[src/verilog/tppc_cfg.svh]
// Constants of the tachometer period and phase counter
`ifndef TPPC_CFG_SVH
`define TPPC_CFG_SVH

// ==================================================
// Clock rates and tick timing
`define TPPC_SYS_CLK_MHZ 100
`define TPPC_PER_CLK_MHZ 12
`define TPPC_PH_CLK_MHZ 48
`define TPPC_PER_RES_NS 83
`define TPPC_PH_RES_NS 21
`define TPPC_ACC_W 8

// ==================================================
// Register offsets (byte addresses)
`define TPPC_ADDR_W 8
`define TPPC_OFS_CTRL 8'h00
`define TPPC_OFS_STATUS 8'h04
`define TPPC_OFS_PERLAST 8'h08
`define TPPC_OFS_PHLAST 8'h0c

// ==================================================
// Control field positions
`define TPPC_CTL_PER_FALL 0
`define TPPC_CTL_PER_HOLD 1
`define TPPC_CTL_STALE_EN 2
`define TPPC_CTL_PH_START_LO 4
`define TPPC_CTL_PH_START_HI 5
`define TPPC_CTL_PH_STOP_LO 6
`define TPPC_CTL_PH_STOP_HI 7
`define TPPC_CTL_PH_CLR 8
`define TPPC_CTL_W 9
`define TPPC_CTL_RESET 9'h104

// ==================================================
// Status field positions
`define TPPC_ST_PER_DONE 0
`define TPPC_ST_PER_ARMED 1
`define TPPC_ST_PER_COUNT 2
`define TPPC_ST_PH_DONE 3
`define TPPC_ST_PH_COUNT 4
`define TPPC_ST_W 5

// ==================================================
// Event select codes and channel numbers
`define TPPC_EVT_AD 2'h0
`define TPPC_EVT_RISE 2'h1
`define TPPC_EVT_FALL 2'h2
`define TPPC_CHAN_W 3
`define TPPC_CHAN_PERIOD 3'h4
`define TPPC_CHAN_PHASE 3'h5
`define TPPC_DATA_W 32
`define TPPC_PER_CNT_W 31

`endif

[src/verilog/tppc_pkg.sv]
// Types of the tachometer period and phase counter
package tppc_pkg;

  // ==================================================
  // Control register layout
  typedef struct packed {
    logic phClear;
    logic [1:0] phStop;
    logic [1:0] phStart;
    logic pad3;
    logic staleEn;
    logic perHold;
    logic perFall;
  } tppc_ctrl_t;

  // ==================================================
  // Acquisition sample carrier
  typedef struct packed {
    logic valid;
    logic [31:0] data;
  } tppc_sample_t;

  // ==================================================
  // State machines
  typedef enum logic [1:0] {
    TPPC_PER_IDLE,
    TPPC_PER_ARM,
    TPPC_PER_COUNT,
    TPPC_PER_DONE
  } tppc_per_state_t;

  typedef enum logic {
    TPPC_PH_WAIT,
    TPPC_PH_COUNT
  } tppc_ph_state_t;

endpackage

[src/verilog/tppc_tick_gen.sv]
// Fractional tick generator deriving a slower count rate from clk_sys
`timescale 1ns/10ps
`include "tppc_cfg.svh"

module tppc_tick_gen #(
  parameter logic [`TPPC_ACC_W-1:0] INC = `TPPC_ACC_W'(`TPPC_PER_CLK_MHZ),
  parameter logic [`TPPC_ACC_W-1:0] MODULUS = `TPPC_ACC_W'(`TPPC_SYS_CLK_MHZ)
) (
  input wire logic clk_sys,
  input wire logic reset,
  output logic tick
);

  logic [`TPPC_ACC_W-1:0] acc_r;
  logic [`TPPC_ACC_W:0] accSum;
  logic wrap;

  // ==================================================
  // Phase accumulator: INC ticks per MODULUS clocks
  assign accSum = {1'b0, acc_r} + {1'b0, INC};
  assign wrap = accSum >= {1'b0, MODULUS};

  always_ff @(posedge clk_sys or posedge reset) begin
    if (reset) begin
      acc_r <= '0;
      tick <= 1'b0;
    end else begin
      acc_r <= wrap ? (accSum[`TPPC_ACC_W-1:0] - MODULUS) : accSum[`TPPC_ACC_W-1:0];
      tick <= wrap;
    end
  end

endmodule // tppc_tick_gen

[src/verilog/tppc_top.sv]
// Tachometer period counter and phase counter with register port
`timescale 1ns/10ps
`include "tppc_cfg.svh"

module tppc_top (
  input wire logic clk_sys,
  input wire logic reset,
  input wire logic tachIn,
  input wire logic acqRun,
  input wire logic adSampleDone,
  input wire logic chanReq,
  input wire logic [`TPPC_CHAN_W-1:0] chanNum,
  input wire logic [`TPPC_ADDR_W-1:0] regAddr,
  input wire logic [`TPPC_DATA_W-1:0] regWrData,
  input wire logic regWr,
  input wire logic regRd,
  output logic [`TPPC_DATA_W-1:0] regRdData,
  output tppc_pkg::tppc_sample_t sample
);

  // ==================================================
  // Declarations
  tppc_pkg::tppc_ctrl_t ctrl_r;
  tppc_pkg::tppc_per_state_t perState_r;
  tppc_pkg::tppc_per_state_t perState_nxt;
  tppc_pkg::tppc_ph_state_t phState_r;
  tppc_pkg::tppc_ph_state_t phState_nxt;
  logic tachMeta_r;
  logic tachSync_r;
  logic tachPrev_r;
  logic tachRise;
  logic tachFall;
  logic perTick;
  logic phTick;
  logic perEdge;
  logic [`TPPC_PER_CNT_W-1:0] perCnt_r;
  logic [`TPPC_PER_CNT_W-1:0] perCnt_nxt;
  logic [`TPPC_PER_CNT_W-1:0] perLast_r;
  logic [`TPPC_PER_CNT_W-1:0] perCntInc;
  logic perFinish;
  logic perRead;
  logic perFresh;
  logic [`TPPC_PER_CNT_W-1:0] perBody;
  logic perMsb;
  logic [`TPPC_DATA_W-1:0] perValue;
  logic [`TPPC_DATA_W-1:0] phCnt_r;
  logic [`TPPC_DATA_W-1:0] phCnt_nxt;
  logic [`TPPC_DATA_W-1:0] phCntInc;
  logic [`TPPC_DATA_W-1:0] phLast_r;
  logic phDone_r;
  logic phStartEvt;
  logic phStopEvt;
  logic phFinish;
  logic phRead;
  logic [`TPPC_DATA_W-1:0] phValue;
  logic ctrlWrSel;
  logic [`TPPC_ST_W-1:0] status;
  logic [`TPPC_DATA_W-1:0] rdMux;
  tppc_pkg::tppc_sample_t sampleNxt;
  logic perArmed;
  logic perCounting;
  logic perRelaunch;
  logic phCounting;
  logic phStartGo;
  logic rdSelCtrl;
  logic rdSelStatus;
  logic rdSelPerLast;
  logic rdSelPhLast;
  logic [`TPPC_DATA_W-1:0] ctrlWord;
  logic [`TPPC_DATA_W-1:0] statusWord;
  logic [`TPPC_DATA_W-1:0] perLastWord;

  // ==================================================
  // Tachometer pin synchroniser and edge detect
  always_ff @(posedge clk_sys or posedge reset) begin
    if (reset) begin
      tachMeta_r <= 1'b0;
      tachSync_r <= 1'b0;
      tachPrev_r <= 1'b0;
    end else begin
      tachMeta_r <= tachIn;
      tachSync_r <= tachMeta_r;
      tachPrev_r <= tachSync_r;
    end
  end

  assign tachRise = tachSync_r & ~tachPrev_r;
  assign tachFall = ~tachSync_r & tachPrev_r;

  // ==================================================
  // Count rate ticks
  // Tick enables keep one clock domain at the cost of one clk_sys of jitter
  // 12 MHz period rate
  tppc_tick_gen #(
    .INC(`TPPC_ACC_W'(`TPPC_PER_CLK_MHZ)),
    .MODULUS(`TPPC_ACC_W'(`TPPC_SYS_CLK_MHZ))
  ) u_perTick (
    .clk_sys(clk_sys),
    .reset(reset),
    .tick(perTick)
  );

  tppc_tick_gen #(
    .INC(`TPPC_ACC_W'(`TPPC_PH_CLK_MHZ)),
    .MODULUS(`TPPC_ACC_W'(`TPPC_SYS_CLK_MHZ))
  ) u_phTick (
    .clk_sys(clk_sys),
    .reset(reset),
    .tick(phTick)
  );

  // ==================================================
  // Channel decode
  // Channel 4 reads the period counter
  assign perRead = chanReq & (chanNum == `TPPC_CHAN_PERIOD);
  // Channel 5 reads the phase counter
  assign phRead = chanReq & (chanNum == `TPPC_CHAN_PHASE);

  // ==================================================
  // Period measurement
  // Edge polarity select
  assign perEdge = ctrl_r.perFall ? tachFall : tachRise;
  // Counter saturates instead of wrapping on very slow inputs
  assign perCntInc = (&perCnt_r) ? perCnt_r : perCnt_r + `TPPC_PER_CNT_W'(1);
  assign perArmed = perState_r == tppc_pkg::TPPC_PER_ARM;
  assign perCounting = perState_r == tppc_pkg::TPPC_PER_COUNT;
  assign perFresh = perState_r == tppc_pkg::TPPC_PER_DONE;
  assign perFinish = perCounting & perEdge;
  assign perRelaunch = perFresh & perRead;

  always_comb begin
    perState_nxt = perState_r;
    perCnt_nxt = perCnt_r;
    case (perState_r)
      tppc_pkg::TPPC_PER_IDLE: begin
        if (acqRun) begin
          perState_nxt = tppc_pkg::TPPC_PER_ARM;
        end
      end
      tppc_pkg::TPPC_PER_ARM: begin
        // First starting edge opens the count
        if (perEdge) begin
          perState_nxt = tppc_pkg::TPPC_PER_COUNT;
          perCnt_nxt = `TPPC_PER_CNT_W'(1);
        end
      end
      tppc_pkg::TPPC_PER_COUNT: begin
        // Next starting edge closes the count
        if (perEdge) begin
          perState_nxt = tppc_pkg::TPPC_PER_DONE;
        end else if (perTick) begin
          // One count per 12 MHz tick
          perCnt_nxt = perCntInc;
        end
      end
      tppc_pkg::TPPC_PER_DONE: begin
        if (perRelaunch) begin
          perState_nxt = tppc_pkg::TPPC_PER_ARM;
        end
      end
      default: begin
        perState_nxt = tppc_pkg::TPPC_PER_IDLE;
      end
    endcase
    // Dropping acqRun abandons a measurement in progress
    if (!acqRun) begin
      perState_nxt = tppc_pkg::TPPC_PER_IDLE;
    end
  end

  always_ff @(posedge clk_sys or posedge reset) begin
    if (reset) begin
      perState_r <= tppc_pkg::TPPC_PER_IDLE;
      perCnt_r <= '0;
    end else begin
      perState_r <= perState_nxt;
      perCnt_r <= perCnt_nxt;
    end
  end

  always_ff @(posedge clk_sys or posedge reset) begin
    if (reset) begin
      perLast_r <= '0;
    end else if (perFinish) begin
      perLast_r <= perCnt_r;
    end
  end

  // Zero or last result between measurements
  assign perBody = (perFresh | ctrl_r.perHold) ? perLast_r : '0;
  assign perMsb = ctrl_r.staleEn & ~perFresh;
  assign perValue = {perMsb, perBody};

  // ==================================================
  // Phase measurement
  // Start and stop event select
  assign phStartEvt = (ctrl_r.phStart == `TPPC_EVT_AD) ? adSampleDone :
                      (ctrl_r.phStart == `TPPC_EVT_RISE) ? tachRise :
                      (ctrl_r.phStart == `TPPC_EVT_FALL) ? tachFall : 1'b0;
  assign phStopEvt = (ctrl_r.phStop == `TPPC_EVT_AD) ? adSampleDone :
                     (ctrl_r.phStop == `TPPC_EVT_RISE) ? tachRise :
                     (ctrl_r.phStop == `TPPC_EVT_FALL) ? tachFall : 1'b0;
  // Saturates like the period counter
  assign phCntInc = (&phCnt_r) ? phCnt_r : phCnt_r + `TPPC_DATA_W'(1);
  assign phCounting = phState_r == tppc_pkg::TPPC_PH_COUNT;
  // A start event only counts while acquisition runs
  assign phStartGo = phStartEvt & acqRun;
  assign phFinish = phCounting & phStopEvt;

  always_comb begin
    phState_nxt = phState_r;
    phCnt_nxt = phCnt_r;
    case (phState_r)
      tppc_pkg::TPPC_PH_WAIT: begin
        if (phStartGo) begin
          phState_nxt = tppc_pkg::TPPC_PH_COUNT;
          phCnt_nxt = '0;
        end
      end
      tppc_pkg::TPPC_PH_COUNT: begin
        // Stop event ends the count and does not restart it
        if (phStopEvt) begin
          phState_nxt = tppc_pkg::TPPC_PH_WAIT;
        end else if (phTick) begin
          // One count per 48 MHz tick
          phCnt_nxt = phCntInc;
        end
      end
      default: begin
        phState_nxt = tppc_pkg::TPPC_PH_WAIT;
      end
    endcase
    // Dropping acqRun abandons a timing in progress
    if (!acqRun) begin
      phState_nxt = tppc_pkg::TPPC_PH_WAIT;
    end
  end

  always_ff @(posedge clk_sys or posedge reset) begin
    if (reset) begin
      phState_r <= tppc_pkg::TPPC_PH_WAIT;
      phCnt_r <= '0;
    end else begin
      phState_r <= phState_nxt;
      phCnt_r <= phCnt_nxt;
    end
  end

  // Latch completed count; a new result beats a read
  always_ff @(posedge clk_sys or posedge reset) begin
    if (reset) begin
      phLast_r <= '0;
      phDone_r <= 1'b0;
    end else begin
      if (phFinish) begin
        phLast_r <= phCnt_r;
      end
      phDone_r <= phFinish | (phDone_r & ~phRead);
    end
  end

  assign phValue = (phDone_r | ~ctrl_r.phClear) ? phLast_r : '0;

  // ==================================================
  // Acquisition sample return
  // Served on channel 4 and 5 list requests only, whatever the mode
  assign sampleNxt.valid = perRead | phRead;
  assign sampleNxt.data = perRead ? perValue : (phRead ? phValue : '0);

  always_ff @(posedge clk_sys or posedge reset) begin
    if (reset) begin
      sample <= '0;
    end else begin
      sample <= sampleNxt;
    end
  end

  // ==================================================
  // Register port
  assign ctrlWrSel = regWr & (regAddr == `TPPC_OFS_CTRL);

  always_ff @(posedge clk_sys or posedge reset) begin
    if (reset) begin
      ctrl_r <= `TPPC_CTL_RESET;
    end else if (ctrlWrSel) begin
      ctrl_r <= regWrData[`TPPC_CTL_W-1:0];
    end
  end

  assign status[`TPPC_ST_PER_DONE] = perFresh;
  assign status[`TPPC_ST_PER_ARMED] = perArmed;
  assign status[`TPPC_ST_PER_COUNT] = perCounting;
  assign status[`TPPC_ST_PH_DONE] = phDone_r;
  assign status[`TPPC_ST_PH_COUNT] = phCounting;

  // Read address decode
  assign rdSelCtrl = regAddr == `TPPC_OFS_CTRL;
  assign rdSelStatus = regAddr == `TPPC_OFS_STATUS;
  assign rdSelPerLast = regAddr == `TPPC_OFS_PERLAST;
  assign rdSelPhLast = regAddr == `TPPC_OFS_PHLAST;

  // Zero-extended read words
  assign ctrlWord = {{(`TPPC_DATA_W-`TPPC_CTL_W){1'b0}}, ctrl_r};
  assign statusWord = {{(`TPPC_DATA_W-`TPPC_ST_W){1'b0}}, status};
  assign perLastWord = {1'b0, perLast_r};

  // Unmapped offsets read as zero; register reads have no side effects
  assign rdMux = rdSelCtrl ? ctrlWord :
                 rdSelStatus ? statusWord :
                 rdSelPerLast ? perLastWord :
                 rdSelPhLast ? phLast_r : '0;

  always_ff @(posedge clk_sys or posedge reset) begin
    if (reset) begin
      regRdData <= '0;
    end else if (regRd) begin
      regRdData <= rdMux;
    end else begin
      regRdData <= '0;
    end
  end

endmodule // tppc_top

[config.mk]
export PLATFORM = sky130hd
export DESIGN_NAME = tppc_top
export DESIGN_NICKNAME = d
export VERILOG_FILES = /design/src/verilog/tppc_pkg.sv /design/src/verilog/tppc_tick_gen.sv /design/src/verilog/tppc_top.sv
export VERILOG_INCLUDE_DIRS = /design/src /design/src/verilog
export SDC_FILE = /design/constraint.sdc
export NUM_CORES = 1
export LEC_CHECK = 0
export BUFFER_PORTS_ARGS = -buffer_cell sky130_fd_sc_hd__buf_2
export CORE_MARGIN = 5
export CORE_UTILIZATION = 48
export CTS_BUF_LIST = sky130_fd_sc_hd__clkbuf_8
export CTS_CLUSTER_DIAMETER = 30
export CTS_CLUSTER_SIZE = 14
export DETAILED_ROUTE_END_ITERATION = 8
export GPL_TIMING_DRIVEN = 0
export PLACE_DENSITY = 0.68
export SLEW_MARGIN = 20
export SYNTH_ARGS = -nofsm -noshare
export SYNTH_HDL_FRONTEND = slang
export SYNTH_SLANG_ARGS = --single-unit
[constraint.sdc]
create_clock -name clk_sys -period 18.75 [get_ports clk_sys]
set_clock_uncertainty 0.2 [all_clocks]
set_input_delay 0.9375 -clock clk_sys [delete_from_list [all_inputs] [get_ports clk_sys]]
set_output_delay 0.9375 -clock clk_sys [all_outputs]
set_load 0.05 [all_outputs]
## Word level (Yosys, flattened, before mapping)

Cells that the tools add are included.
Widths: inputs -> output; s select.

| word-level totals | value |
|---|---|
| input bits | 51 |
| word-level logic and storage cells | 123 |
| output and inout port bits | 65 |
| bits in registers | 225 |

| cells by class | value |
|---|---|
| equality and inequality tests | 23 |
| reduce and logical (&&, ||, !) cells | 10 |
| muxes and demuxes | 37 |
| add/sub/neg operators | 6 |
| $lt $le $gt $ge | 2 |
| bitwise gates (word level) | 21 |

Operator list:

| operator | number |
|---|---|
| $mux 32 | 12 |
| $mux 31 | 5 |
| $pmux 32 s2 | 1 |
| $pmux 31 s2 | 1 |
| $add 32x1->32 const B | 1 |
| $reduce_and 32->1 | 1 |
| $add 31x1->31 const B | 1 |
| $reduce_and 31->1 | 1 |
| $ge 9x7->1 const B | 2 |
| $eq 8x4->1 const B | 2 |
| $mux 8 | 2 |
| $sub 8x7->8 const B | 2 |
| $ne 2x2->1 const B | 6 |
| $and 1x1->1 | 11 |
| $mux 1 | 10 |
| $add 8x4->9 const B | 1 |
| $add 8x6->9 const B | 1 |
| $eq 2x2->1 const B | 4 |
| $eq 8x3->1 const B | 1 |
| $logic_not 8->1 | 1 |
| $mux 2 | 4 |
| $pmux 2 s4 | 1 |
| $eq 2x1->1 const B | 3 |
| $eq 3x3->1 const B | 2 |
| 11 further kinds | 23 |

## Logic depth before layout (Yosys ltp)

Gate-level depths: netlist of run 1.

| logic depth | value |
|---|---|
| word-level depth | 9 |
| gate-level depth with buffers | 10 |
| depth with buffers taken out | 7 |

## Cells and area by module

From an unflattened synthesis of run 1, not the netlist that was laid out.

| second synthesis, totals | value |
|---|---|
| cells, all modules | 913 |
| area total of the unflattened synthesis | 10268.6 um2 |

By module, submodules not included:

| module | cells each | area each (um2) | instances | seq. area each (um2) |
|---|---|---|---|---|
| tppc_top | 815 | 9283.9 | 1 | 5182.5 |
| tppc_tick_gen (u_perTick) | 54 | 529.3 | 1 | 175.2 |
| tppc_tick_gen (u_phTick) | 44 | 455.4 | 1 | 175.2 |

## Worst setup path after synthesis of run 1

Ideal clock, no wire load.

| timing path | value |
|---|---|
| path type | input -> register |
| start | input port adSampleDone |
| end | register phCnt_r[28] |
| buffers on the path | 1 |
| library setup time | 0.076 ns |
| arrival | 2.640 ns |
| required time | 18.474 ns |
| slack | 15.834 ns |
| stages | 6 |
| cells stage by stage | or3b_4 a311oi_4 o211ai_1 buf_2 or4_1 o21ai_1 |

| on the way | value |
|---|---|
| cells in the longest elaborated chain, start to end | 4 |
| elaborated cells between the ends (all ways) | 6 |
| those cells by class | eq/ne (2); mux (2); bitwise (1); reduce/logical (1) |

RTL lines:

| item | line | RTL |
|---|---|---|
| start: declaration | tppc_top.sv:10 | `input wire logic adSampleDone,` |
| $mux 1 | tppc_top.sv:197 | `` assign phStartEvt = (ctrl_r.phStart == `TPPC_EVT_AD) ? adSampleDone : `` |
| $and 1x1->1 | tppc_top.sv:207 | `assign phStartGo = phStartEvt & acqRun;` |
| $ne 2x2->1 (no line) | - |  |
| $reduce_and 4->1 (no line) * | - |  |
| end signal: assignment | tppc_top.sv:245 | `phCnt_r <= phCnt_nxt;` |
| end: declaration | tppc_top.sv:46 | `` logic [`TPPC_DATA_W-1:0] phCnt_r; `` |

Mark *: on every way between the ends. The rest lies on a longest branch, timed or not.
A chain may end at the register's enable or synchronous reset.

## Final worst setup path of run 1

| timing path | value |
|---|---|
| start | register perState_r[0] |
| end | register perCnt_r[14] |

| on the way | value |
|---|---|
| cells in the longest elaborated chain, start to end | 3 |
| elaborated cells between the ends (all ways) | 9 |
| those cells by class | eq/ne (6); mux (1); reduce/logical (2) |

RTL lines:

| item | line | RTL |
|---|---|---|
| start: declaration | tppc_top.sv:24 | `tppc_pkg::tppc_per_state_t perState_r;` |
| start signal: assignment | tppc_top.sv:173 | `perState_r <= tppc_pkg::TPPC_PER_IDLE;` |
| start signal: assignment | tppc_top.sv:176 | `perState_r <= perState_nxt;` |
| $eq 2x2->1 / $eq 2x1->1 (equally long branches) | tppc_top.sv:134 | `case (perState_r)` |
| $ne 2x1->1 (no line), or another cell as far along | - |  |
| $reduce_and 5->1 (no line) | - |  |
| end signal: assignment | tppc_top.sv:177 | `perCnt_r <= perCnt_nxt;` |
| end: declaration | tppc_top.sv:36 | `` logic [`TPPC_PER_CNT_W-1:0] perCnt_r; `` |

Several ways; a longest one is shown, not always the timed one.

==> results of run 1 <==
==> worst paths after layout <==
check                              start      endpoint  depth (start not counted)
max                        perState_r[0]  perCnt_r[14]                         10
min                           tachMeta_r    tachSync_r                          0
max reg2reg                perState_r[0]  perCnt_r[14]                         10
min reg2reg                   tachMeta_r    tachSync_r                          0
max in group asynchronous          reset    phCnt_r[9]                          3
min in group asynchronous          reset  regRdData[2]                          2
==> power breakdown <==
group	internal (µW)	leakage, µW	switching [µW]
clock network	429	0.000647	231
logic	22.8	0.00208	46.8
registers	485	0.00303	8.58
total	937	0.00576	286
==> state kept, by name, indices dropped and copies added (netlist names), 2 cells and up <==
signal / cells
u_perTick.acc_r: 6
perCnt_r: 31
phCnt_r: 32
u_phTick.acc_r: 6
perLast_r: 31
ctrlWord: 9
phLast_r: 32
sample: 33
regRdData: 32
perState_r: 2
==> through the flow <==
step                setup WS [ns]  power, µW   util  cells  hold slack [ns]
finish                      15.44       1220  0.588   1384            0.149
floorplan                   11.57        548      -    924            0.131
global route                15.24       1270  0.588   1384            0.168
detailed placement          15.31        572  0.529   1293            0.136
CTS                         15.47       1240  0.588   1384            0.150
global placement             9.15        568  0.526   1291            0.140
==> placed cells by master (no fill, tap or decap), types with 11 or more instances in the layout <==
| master | instances |
|---|---|
| o21ai_1 | 17 |
| nor2_1 | 56 |
| o31ai_1 | 24 |
| nand2_1 | 68 |
| inv_1 | 25 |
| mux2_2 | 45 |
| a22oi_1 | 26 |
| nand2b_1 | 11 |
| nor3_1 | 11 |
| and4_1 | 13 |
| o21ai_0 | 15 |
| nand3_1 | 31 |
| dfrtp_1 | 219 |
| clkbuf_8 | 59 |
| mux2i_1 | 14 |
| a21oi_1 | 47 |
| mux2_1 | 22 |
| ha_1 | 13 |
| clkbuf_1 | 36 |
| buf_2 | 98 |
| or4_1 | 31 |
| or3_1 | 16 |
| a22o_1 | 31 |
| nand4_1 | 20 |
==> kinds of logic (layout without fill, tap and decap cells) <==
family	after synthesis	in the layout
adders and majority gates	13	13
muxes	81	81
DFF	221	221
xor gates and xnor gates	15	15
AOI/OAI and AO/OA	220	220
and+or+nand+nor	307	307
buffers and inverters	67	252
==> cell usage after synthesis, drive strengths merged (3+ instances only) <==
| cell type | instances | area, µm² |
|---|---|---|
| a31oi | 8 | 50.1 |
| inv | 21 | 78.8 |
| xnor2 | 8 | 70.1 |
| nand4 | 20 | 125 |
| and3 | 7 | 43.8 |
| nand4bb | 6 | 67.6 |
| mux2i | 14 | 140 |
| clkbuf | 36 | 135 |
| a21oi | 47 | 235 |
| nand2 | 68 | 255 |
| nand2b | 11 | 68.8 |
| a22o | 31 | 272 |
| o311ai | 3 | 26.3 |
| or3b | 4 | 37.5 |
| dfrtp | 219 | 5480 |
| a211oi | 5 | 42.5 |
| o31ai | 24 | 180 |
| or3 | 16 | 100 |
| mux2 | 67 | 754 |
| and2 | 4 | 25.0 |
| o21ai | 33 | 169 |
| buf | 10 | 45.0 |
| a2111oi | 3 | 26.3 |
| o41ai | 6 | 52.6 |
| o211ai | 11 | 87.6 |
| nor3 | 12 | 65.1 |
| or4 | 31 | 233 |
| xor2 | 7 | 61.3 |
| and4 | 13 | 114 |
| o2bb2ai | 4 | 35.0 |
| nor4 | 9 | 62.6 |
| o22ai | 3 | 25.0 |
| nand3 | 31 | 155 |
| nor2 | 56 | 210 |
| a22oi | 26 | 195 |
| nand4b | 3 | 26.3 |
| ha | 13 | 163 |
| nand3b | 7 | 52.6 |
==> final cells by class <==
cell class              instances  area (µm²)
clock buffers                  59         812
plain buffers                  46         180
well taps                     275         344
flip-flops and latches        221        5530
repair buffers                 94         515
inverters                      21        86.3
fillers                      1771        8660
clock inverters                32         435
multi-input cells             636        4460
==> layer usage <==
metal,vias to the layer above,global-route usage,wire (µm)
met5,-,0,0
met4,0,0.0669,561
met3,43,0.0347,1510
met2,221,0.362,13100
met1,4078,0.296,11200
li1,3797,-,-
==> critical path, cell delays in order (launching register included) <==
cell and delay [ns]:
dfrtp_1 0.41, inv_1 0.07, ha_1 0.14, clkbuf_1 0.36, nand2b_1 0.15, nor3_1 0.45, o21ai_1 0.32, clkbuf_1 0.29
clkbuf_1 0.32, o31ai_1 0.33, a21oi_1 0.11
==> impl_metrics.toml, run 1 <==
[status]
status = "finished clean"

[worst_setup_path]
crit_path_end_kind = "register"
critPathKind = "reg2reg"
critPathArrivalTime_ns = 3.52
r2r_slack_ns = 15.44
worstSetupStartpointType = "register"
worstPathRequired_ns = 18.96
critPathMaxFanout = 10

[final_layout]
areaGrowthSynthToFinish_pct = 20.6
antenna_cells = 0
final_cell_area_um2 = 12400
final_nets = 1133
drive_above_1_share = 0.220

[yosys]
netlist_instances = 924
yosys.area_share.simple = 0.167
ys.flop_type = "dfrtp_1"
syn_avg_cell_area_um2 = 11.1
synth_xor_area_frac = 0.0128
synth_edf_count = 0
seq_area_frac_synth = 0.540
syn_nets = 988
yosys_warnings = 0
synth-seq-cells = 221
synth_fa_ha_area_frac = 0.0159
synthMuxAreaShare = 0.0873
ys_async_sr_fraction = 1.00
synth-compound-area-share = 0.152
synth_cell_types = 70
synth_top_family_by_area = "simple AND/OR/NAND/NOR gates"
netlist_area_um2 = 10300

[power_and_ir_drop]
power_density_nw_per_um2 = 98.9
cellLeakagePower_uw = 0.00576
ir_worst_vdd_uv = 61.7

[job]
max-cap-violations = 0

[clock_tree]
hold_buffers = 0
htreeDepth = 2
ctsResizeCount = 0
clkSinkCount = 221
cts_buffer_depth = 3
cts_setup_buffers = 0
cts_root_buffer = "clkbuf_8"
path_clk_slew_ns = 0.06
worstSkewPairLatency_ns = 0.56
cts_tree = "done"
cts_buffers = 49

[placed_design]
dpl.hpwl_um = 18700
place_congestion = 0.905
port_buffers = 92
dpl_cell_area_um2 = 11100

[route]
ant_nets = 0
vias_per_cell = 5.88
drtIter0Drc = 602
post_drt_wl_per_cell_um = 19.0
wl_um = 26300
drtPass1Iterations = 5
vias = 8139
drt_drc_violations_left = 0

[grt]
grt_pass1_vias = 8069
antenna_found_initial = 0
overflow = 0
grt_pass1_wl_um = 43000
grt_max_degree = 99
grt_util_all_layers = 0.218

[die]
die_area_um2 = 24400
row_count = 53
start_util = 0.488
num_io_pins = 116
die_y_um = 156
core_um2 = 21000
die_x_um = 156

[sta]
max_freq_ghz = 0.302
tns_ns = 0
slew_viol_final = 0
finalCritPeriodShare = 0.177
hold_viol_final = 0
tightestPinTransition_ns = 0.957
rsz0062_at_grt = "no"
relSlewSlack = 0.357
setup_viol = 0
min_period_ns = 3.31

[min_path]
hold_path_class = "reg2reg"
(Power assumes the default switching activity.)
==> run 2: changes to the inputs <==
PLACE_DENSITY = 0.7   (was 0.68)
clock period = 3 ns   (was 18.75 ns; I/O delays follow)
==> run 2 against run 1 <==
  * Clock-buffer cell count fell by 6
  * First-iteration DRC count fell by 0.66%
  * Sequential power increased to 6.2 times the previous value
  * Cell area up 1.9%
  * Sequential cell count is the same
  * Routed wire length is 1.7% higher
  * Final cell count up 1.8%
  * Power rose to 5.9 times the previous value
  * Die area unchanged
==> impl_metrics.toml, run 2 (synthesized netlist as in run 1, its figures left out) <==
[clock_tree]
worstSkewPairLatency_ns = 0.57
clkSinkCount = 221
cts_tree = "done"
cts_buffers = 46
htreeDepth = 2
cts_buffer_depth = 3
path_clk_slew_ns = 0.06
cts_root_buffer = "clkbuf_8"
cts_setup_buffers = 0

[route]
drtPass1Iterations = 7
vias_per_cell = 5.91
post_drt_wl_per_cell_um = 19.0
wl_um = 26800
drt_drc_violations_left = 0
ant_nets = 0
drtIter0Drc = 598
vias = 8326

[sta]
tightestPinTransition_ns = 0.970
min_period_ns = 2.88
finalCritPeriodShare = 0.960
hold_viol_final = 0
relSlewSlack = 0.349
max_freq_ghz = 0.347
slew_viol_final = 0
rsz0062_at_grt = "no"
setup_viol = 0

[power_and_ir_drop]
ir_worst_vdd_uv = 310
power_uw = 7190
power_density_nw_per_um2 = 571
cellLeakagePower_uw = 0.00583

[final_layout]
drive_above_1_share = 0.228
fin_util = 0.599
final_common_cell = "dfrtp_1"
layout_common_cells = "dfrtp_1 (219), buf_2 (98), nand2_1 (68), nor2_1 (56), clkbuf_8 (53)"
stdcell_count = 1409
final_nets = 1160
top_register = "sample"
antenna_cells = 0
largest_reg_flops = 33
areaGrowthSynthToFinish_pct = 22.9

[worst_setup_path]
worst-path-buf-inv = 1
critPathArrivalTime_ns = 3.10
crit_chain = "or3b_4, a311oi_4, o211ai_2, clkbuf_2, o41ai_1, a21oi_1"
worstPathRequired_ns = 3.22
worstSetupStartpointType = "register"
critPathKind = "reg2reg"
cpMaxStageDelayCell = "a311oi_4"
critPathMaxFanout = 10
crit_path_end_kind = "register"
cpLargestDelayFamily = "compound AO/OA/AOI/OAI gates"
critical-path-max-stage-delay_ns = 0.52

[min_path]
hold_path_class = "in2reg"

[die]
die_y_um = 156
die_area_um2 = 24400
core_um2 = 21000
die_x_um = 156
num_io_pins = 116
start_util = 0.488
row_count = 53

[placed_design]
port_buffers = 92
dpl.hpwl_um = 18900
dp_cells = 1299
place_congestion = 0.866

[grt]
antenna_found_initial = 0
grt_pass1_wl_um = 43700
grt_pass1_vias = 8294
grt_max_degree = 33
grt_util_all_layers = 0.222
overflow = 0

[status]
status = "finished clean"

[job]
max-cap-violations = 0
run 2: cell types whose count changed in the layout (fill, tap and decap cells not counted), sizes merged:
| cell | before | now |
|---|---|---|
| clkinv | 9 | 12 |
| clkbuf | 95 | 88 |
| buf | 104 | 110 |
| inv | 30 | 26 |
| clkinvlp | 4 | 11 |
| dlygate4sd3 | 0 | 25 |
| bufinv | 10 | 5 |
run 2: layout make-up:
type	instances	area, µm²
Timing Repair Buffer	125	886
Fill cell	1682	8420
Sequential cell	221	5530
Clock inverter	33	349
Clock buffer	53	729
Buffer	45	180
Multi-Input combinational cell	636	4500
Tap cell	275	344
Inverter	21	82.6
run 2: through the flow:
| step | hold slack [ns] | TNS, ns | area (µm²) | worst slack, ns |
|---|---|---|---|---|
| floorplan | -0.0186 | -50.47 | 10300 | -0.230 |
| global placement | 0.0602 | -329.15 | 11100 | -1.51 |
| detailed placement | -0.0493 | -0.967 | 11200 | -0.166 |
| CTS | 0.000350 | 0 | 12600 | 0.0456 |
| global route | 0.0266 | 0 | 12600 | 0.0441 |
| finish | 0.0345 | 0 | 12600 | 0.120 |
run 2: report_power, final:
part	switching (µW)	internal [µW]	total (µW)
Combinational	312	189	502
Clock	1490	2120	3600
Sequential	55.5	3030	3080
Total	1860	5330	7190
run 2: final timing paths:
check                       startpoint           to  slack, ns  cells after the start
hold / removal                  tachIn   tachMeta_r       0.03                      2
max in group asynchronous        reset  phCnt_r[11]       1.22                      7
setup reg to reg           ctrlWord[4]  phCnt_r[23]       0.12                      6
setup / recovery           ctrlWord[4]  phCnt_r[23]       0.12                      6
hold reg to reg             tachMeta_r   tachSync_r       0.15                      0
min in group asynchronous        reset    sample[1]       0.49                      4
run 2: routing by layer:
layer,global-route usage,vias to the layer above,share of wire
li1,-,3852,-
met3,0.0422,69,0.052
met5,0,-,0
met1,0.292,4145,0.42
met2,0.366,260,0.49
met4,0.0893,0,0.033
run 2: what timing repair did:
action / 4_1_cts / 5_1_grt
hold endpoints to repair: 222 / 0
endpoints found under the setup margin: 13 / 17
pin swaps: 0 / 0
gates resized for setup: 3 / 10
hold buffers: 25 / 0
==> run 3: changes to the inputs <==
PLACE_DENSITY = 0.69   (was 0.7)
==> run 3 against run 2 <==
  * Critical path depth is the same
  * Routed wire length shrank 1.6%
  * Cell area decreased by 0.96%
  * Final cell count is 0.35% lower
  * Combinational power down 5.4%
  * Register-to-register slack about the same
  * Sequential cell count did not move
  * Clock power shrank 6.4%
  * First-iteration DRC count increased by 9.9%
  * Clock-buffer cell count shrank 5
  * Die area stayed put
  * Core utilization is 0.58 points lower
  * Critical path type unchanged
  * Largest power group unchanged
  * Highest routed layer unchanged
==> impl_metrics.toml, run 3 (synthesized netlist as in run 1, its figures left out) <==
[sta]
relSlewSlack = 0.396
min_period_ns = 2.89
tightestPinTransition_ns = 0.903
setup_viol = 0
slew_viol_final = 0
max_freq_ghz = 0.346
finalCritPeriodShare = 0.962
hold_viol_final = 0
rsz0062_at_grt = "no"
tns_ns = 0

[clock_tree]
worstSkewPairLatency_ns = 0.55
cts_tree = "done"
cts_buffers = 44
cts_buffer_depth = 3
htreeDepth = 2
clkSinkCount = 221
path_clk_slew_ns = 0.07
cts_root_buffer = "clkbuf_8"

[grt]
met1_usage = 0.295
overflow = 0
antenna_found_initial = 0
grt_pass1_wl_um = 43300
grt_pass1_vias = 8280
busiest_layer = "met2"
grt_util_all_layers = 0.220
grt.met2_usage = 0.365
grt_max_degree = 34
met3_usage = 0.0347

[min_path]
hold_depth = 2
hold_path_class = "in2reg"

[die]
num_io_pins = 116
start_util = 0.488
core_um2 = 21000
die_x_um = 156
row_count = 53
die_area_um2 = 24400
die_y_um = 156

[route]
vias_per_cell = 5.89
drtPass1Iterations = 7
wl_um = 26400
vias = 8263
drt_drc_violations_left = 0
post_drt_wl_per_cell_um = 18.8
ant_nets = 0
drtIter0Drc = 657

[worst_setup_path]
worstSetupStartpointType = "register"
critPathArrivalTime_ns = 3.16
crit_path_end_kind = "register"
worstPathRequired_ns = 3.27
worstRegToRegCells = 6
critPathMaxFanout = 10
critPathKind = "reg2reg"

[placed_design]
dpl.hpwl_um = 19100
dp_cells = 1298
place_congestion = 0.878
port_buffers = 92

[final_layout]
final_nets = 1158
areaGrowthSynthToFinish_pct = 21.7
layout_common_cells = "dfrtp_1 (218), buf_2 (98), nand2_1 (68), nor2_1 (56), clkbuf_8 (48)"
largest_reg_flops = 33
drive_above_1_share = 0.224
stdcell_count = 1404
final_common_cell = "dfrtp_1"
antenna_cells = 0
top_register = "sample"

[power_and_ir_drop]
cellLeakagePower_uw = 0.00580
power_density_nw_per_um2 = 555
ir_worst_vdd_uv = 289

[job]
max-cap-violations = 0

[status]
status = "finished clean"
==> run 3: changes by cell type in the layout (fill, tap and decap cells not counted), moves of 2 or more <==
| cell | delta |
|---|---|
| inv_6 | +3 |
| buf_4 | +2 |
| buf_16 | -2 |
| clkbuf_8 | -5 |
| clkinvlp_4 | -5 |
| clkinv_4 | +2 |
==> run 3: path summary, 6_finish.rpt <==
path                            start            end  slack (ns)
max reg2reg                tachPrev_r   perCnt_r[27]        0.11
min in group asynchronous       reset  regRdData[29]        0.58
min reg2reg                tachMeta_r     tachSync_r        0.14
max                        tachPrev_r   perCnt_r[27]        0.11
max in group asynchronous       reset   phLast_r[12]        0.76
min                            tachIn     tachMeta_r        0.05
==> run 3: report_power, final <==
| part | internal (µW) | switching [µW] |
|---|---|---|
| clock network | 1910 | 1460 |
| logic | 174 | 301 |
| registers | 3030 | 53.6 |
| total | 5110 | 1810 |
==> run 3: layer usage <==
| layer | vias up | wire [µm] | share of wire |
|---|---|---|---|
| met5 | - | 0 | 0 |
| met4 | 0 | 620 | 0.024 |
| met3 | 53 | 1400 | 0.053 |
| met2 | 243 | 13100 | 0.50 |
| met1 | 4107 | 11200 | 0.43 |
| li1 | 3860 | - | - |
==> run 3: timing repair <==
action | 4_1_cts | 5_1_grt
endpoints found under the setup margin | 12 | 28
setup buffers | 0 | 2
pin swaps | 0 | 1
gates resized for setup | 3 | 8
hold buffers | 24 | 0
hold endpoints to repair | 123 | 0
==> run 3: final cells by class <==
type                            instances  area (µm²)
Sequential cell                       221        5530
Multi-Input combinational cell        636        4490
Clock inverter                         33         337
Clock buffer                           48         661
Fill cell                            1715        8540
Timing Repair Buffer                  125         856
Buffer                                 45         180
Inverter                               21        82.6
Tap cell                              275         344
==> run 3: critical path, cell delays in order, from the launching register on <==
cell and delay [ns]:
dfrtp_1 0.49, or3b_1 0.42, a211oi_1 0.47, buf_2 0.33, o22ai_2 0.19, or4_1 0.55, a21oi_1 0.17
==> run 3: metrics by stage <==
stage / instance area [µm²] / utilization / hold slack, ns / setup WS, ns / power [µW]
5_1_grt: 12500 / 0.594 / 0.0464 / 0.0104 / 7200
3_3_place_gp: 11100 / 0.526 / 0.0601 / -1.52 / 3560
2_1_floorplan: 10300 / - / -0.0186 / -0.230 / 3420
3_5_place_dp: 11200 / 0.533 / 0.0255 / -0.145 / 3590
4_1_cts: 12400 / 0.592 / 0.0263 / 0.00220 / 6990
6_report: 12500 / 0.594 / 0.0543 / 0.113 / 6930
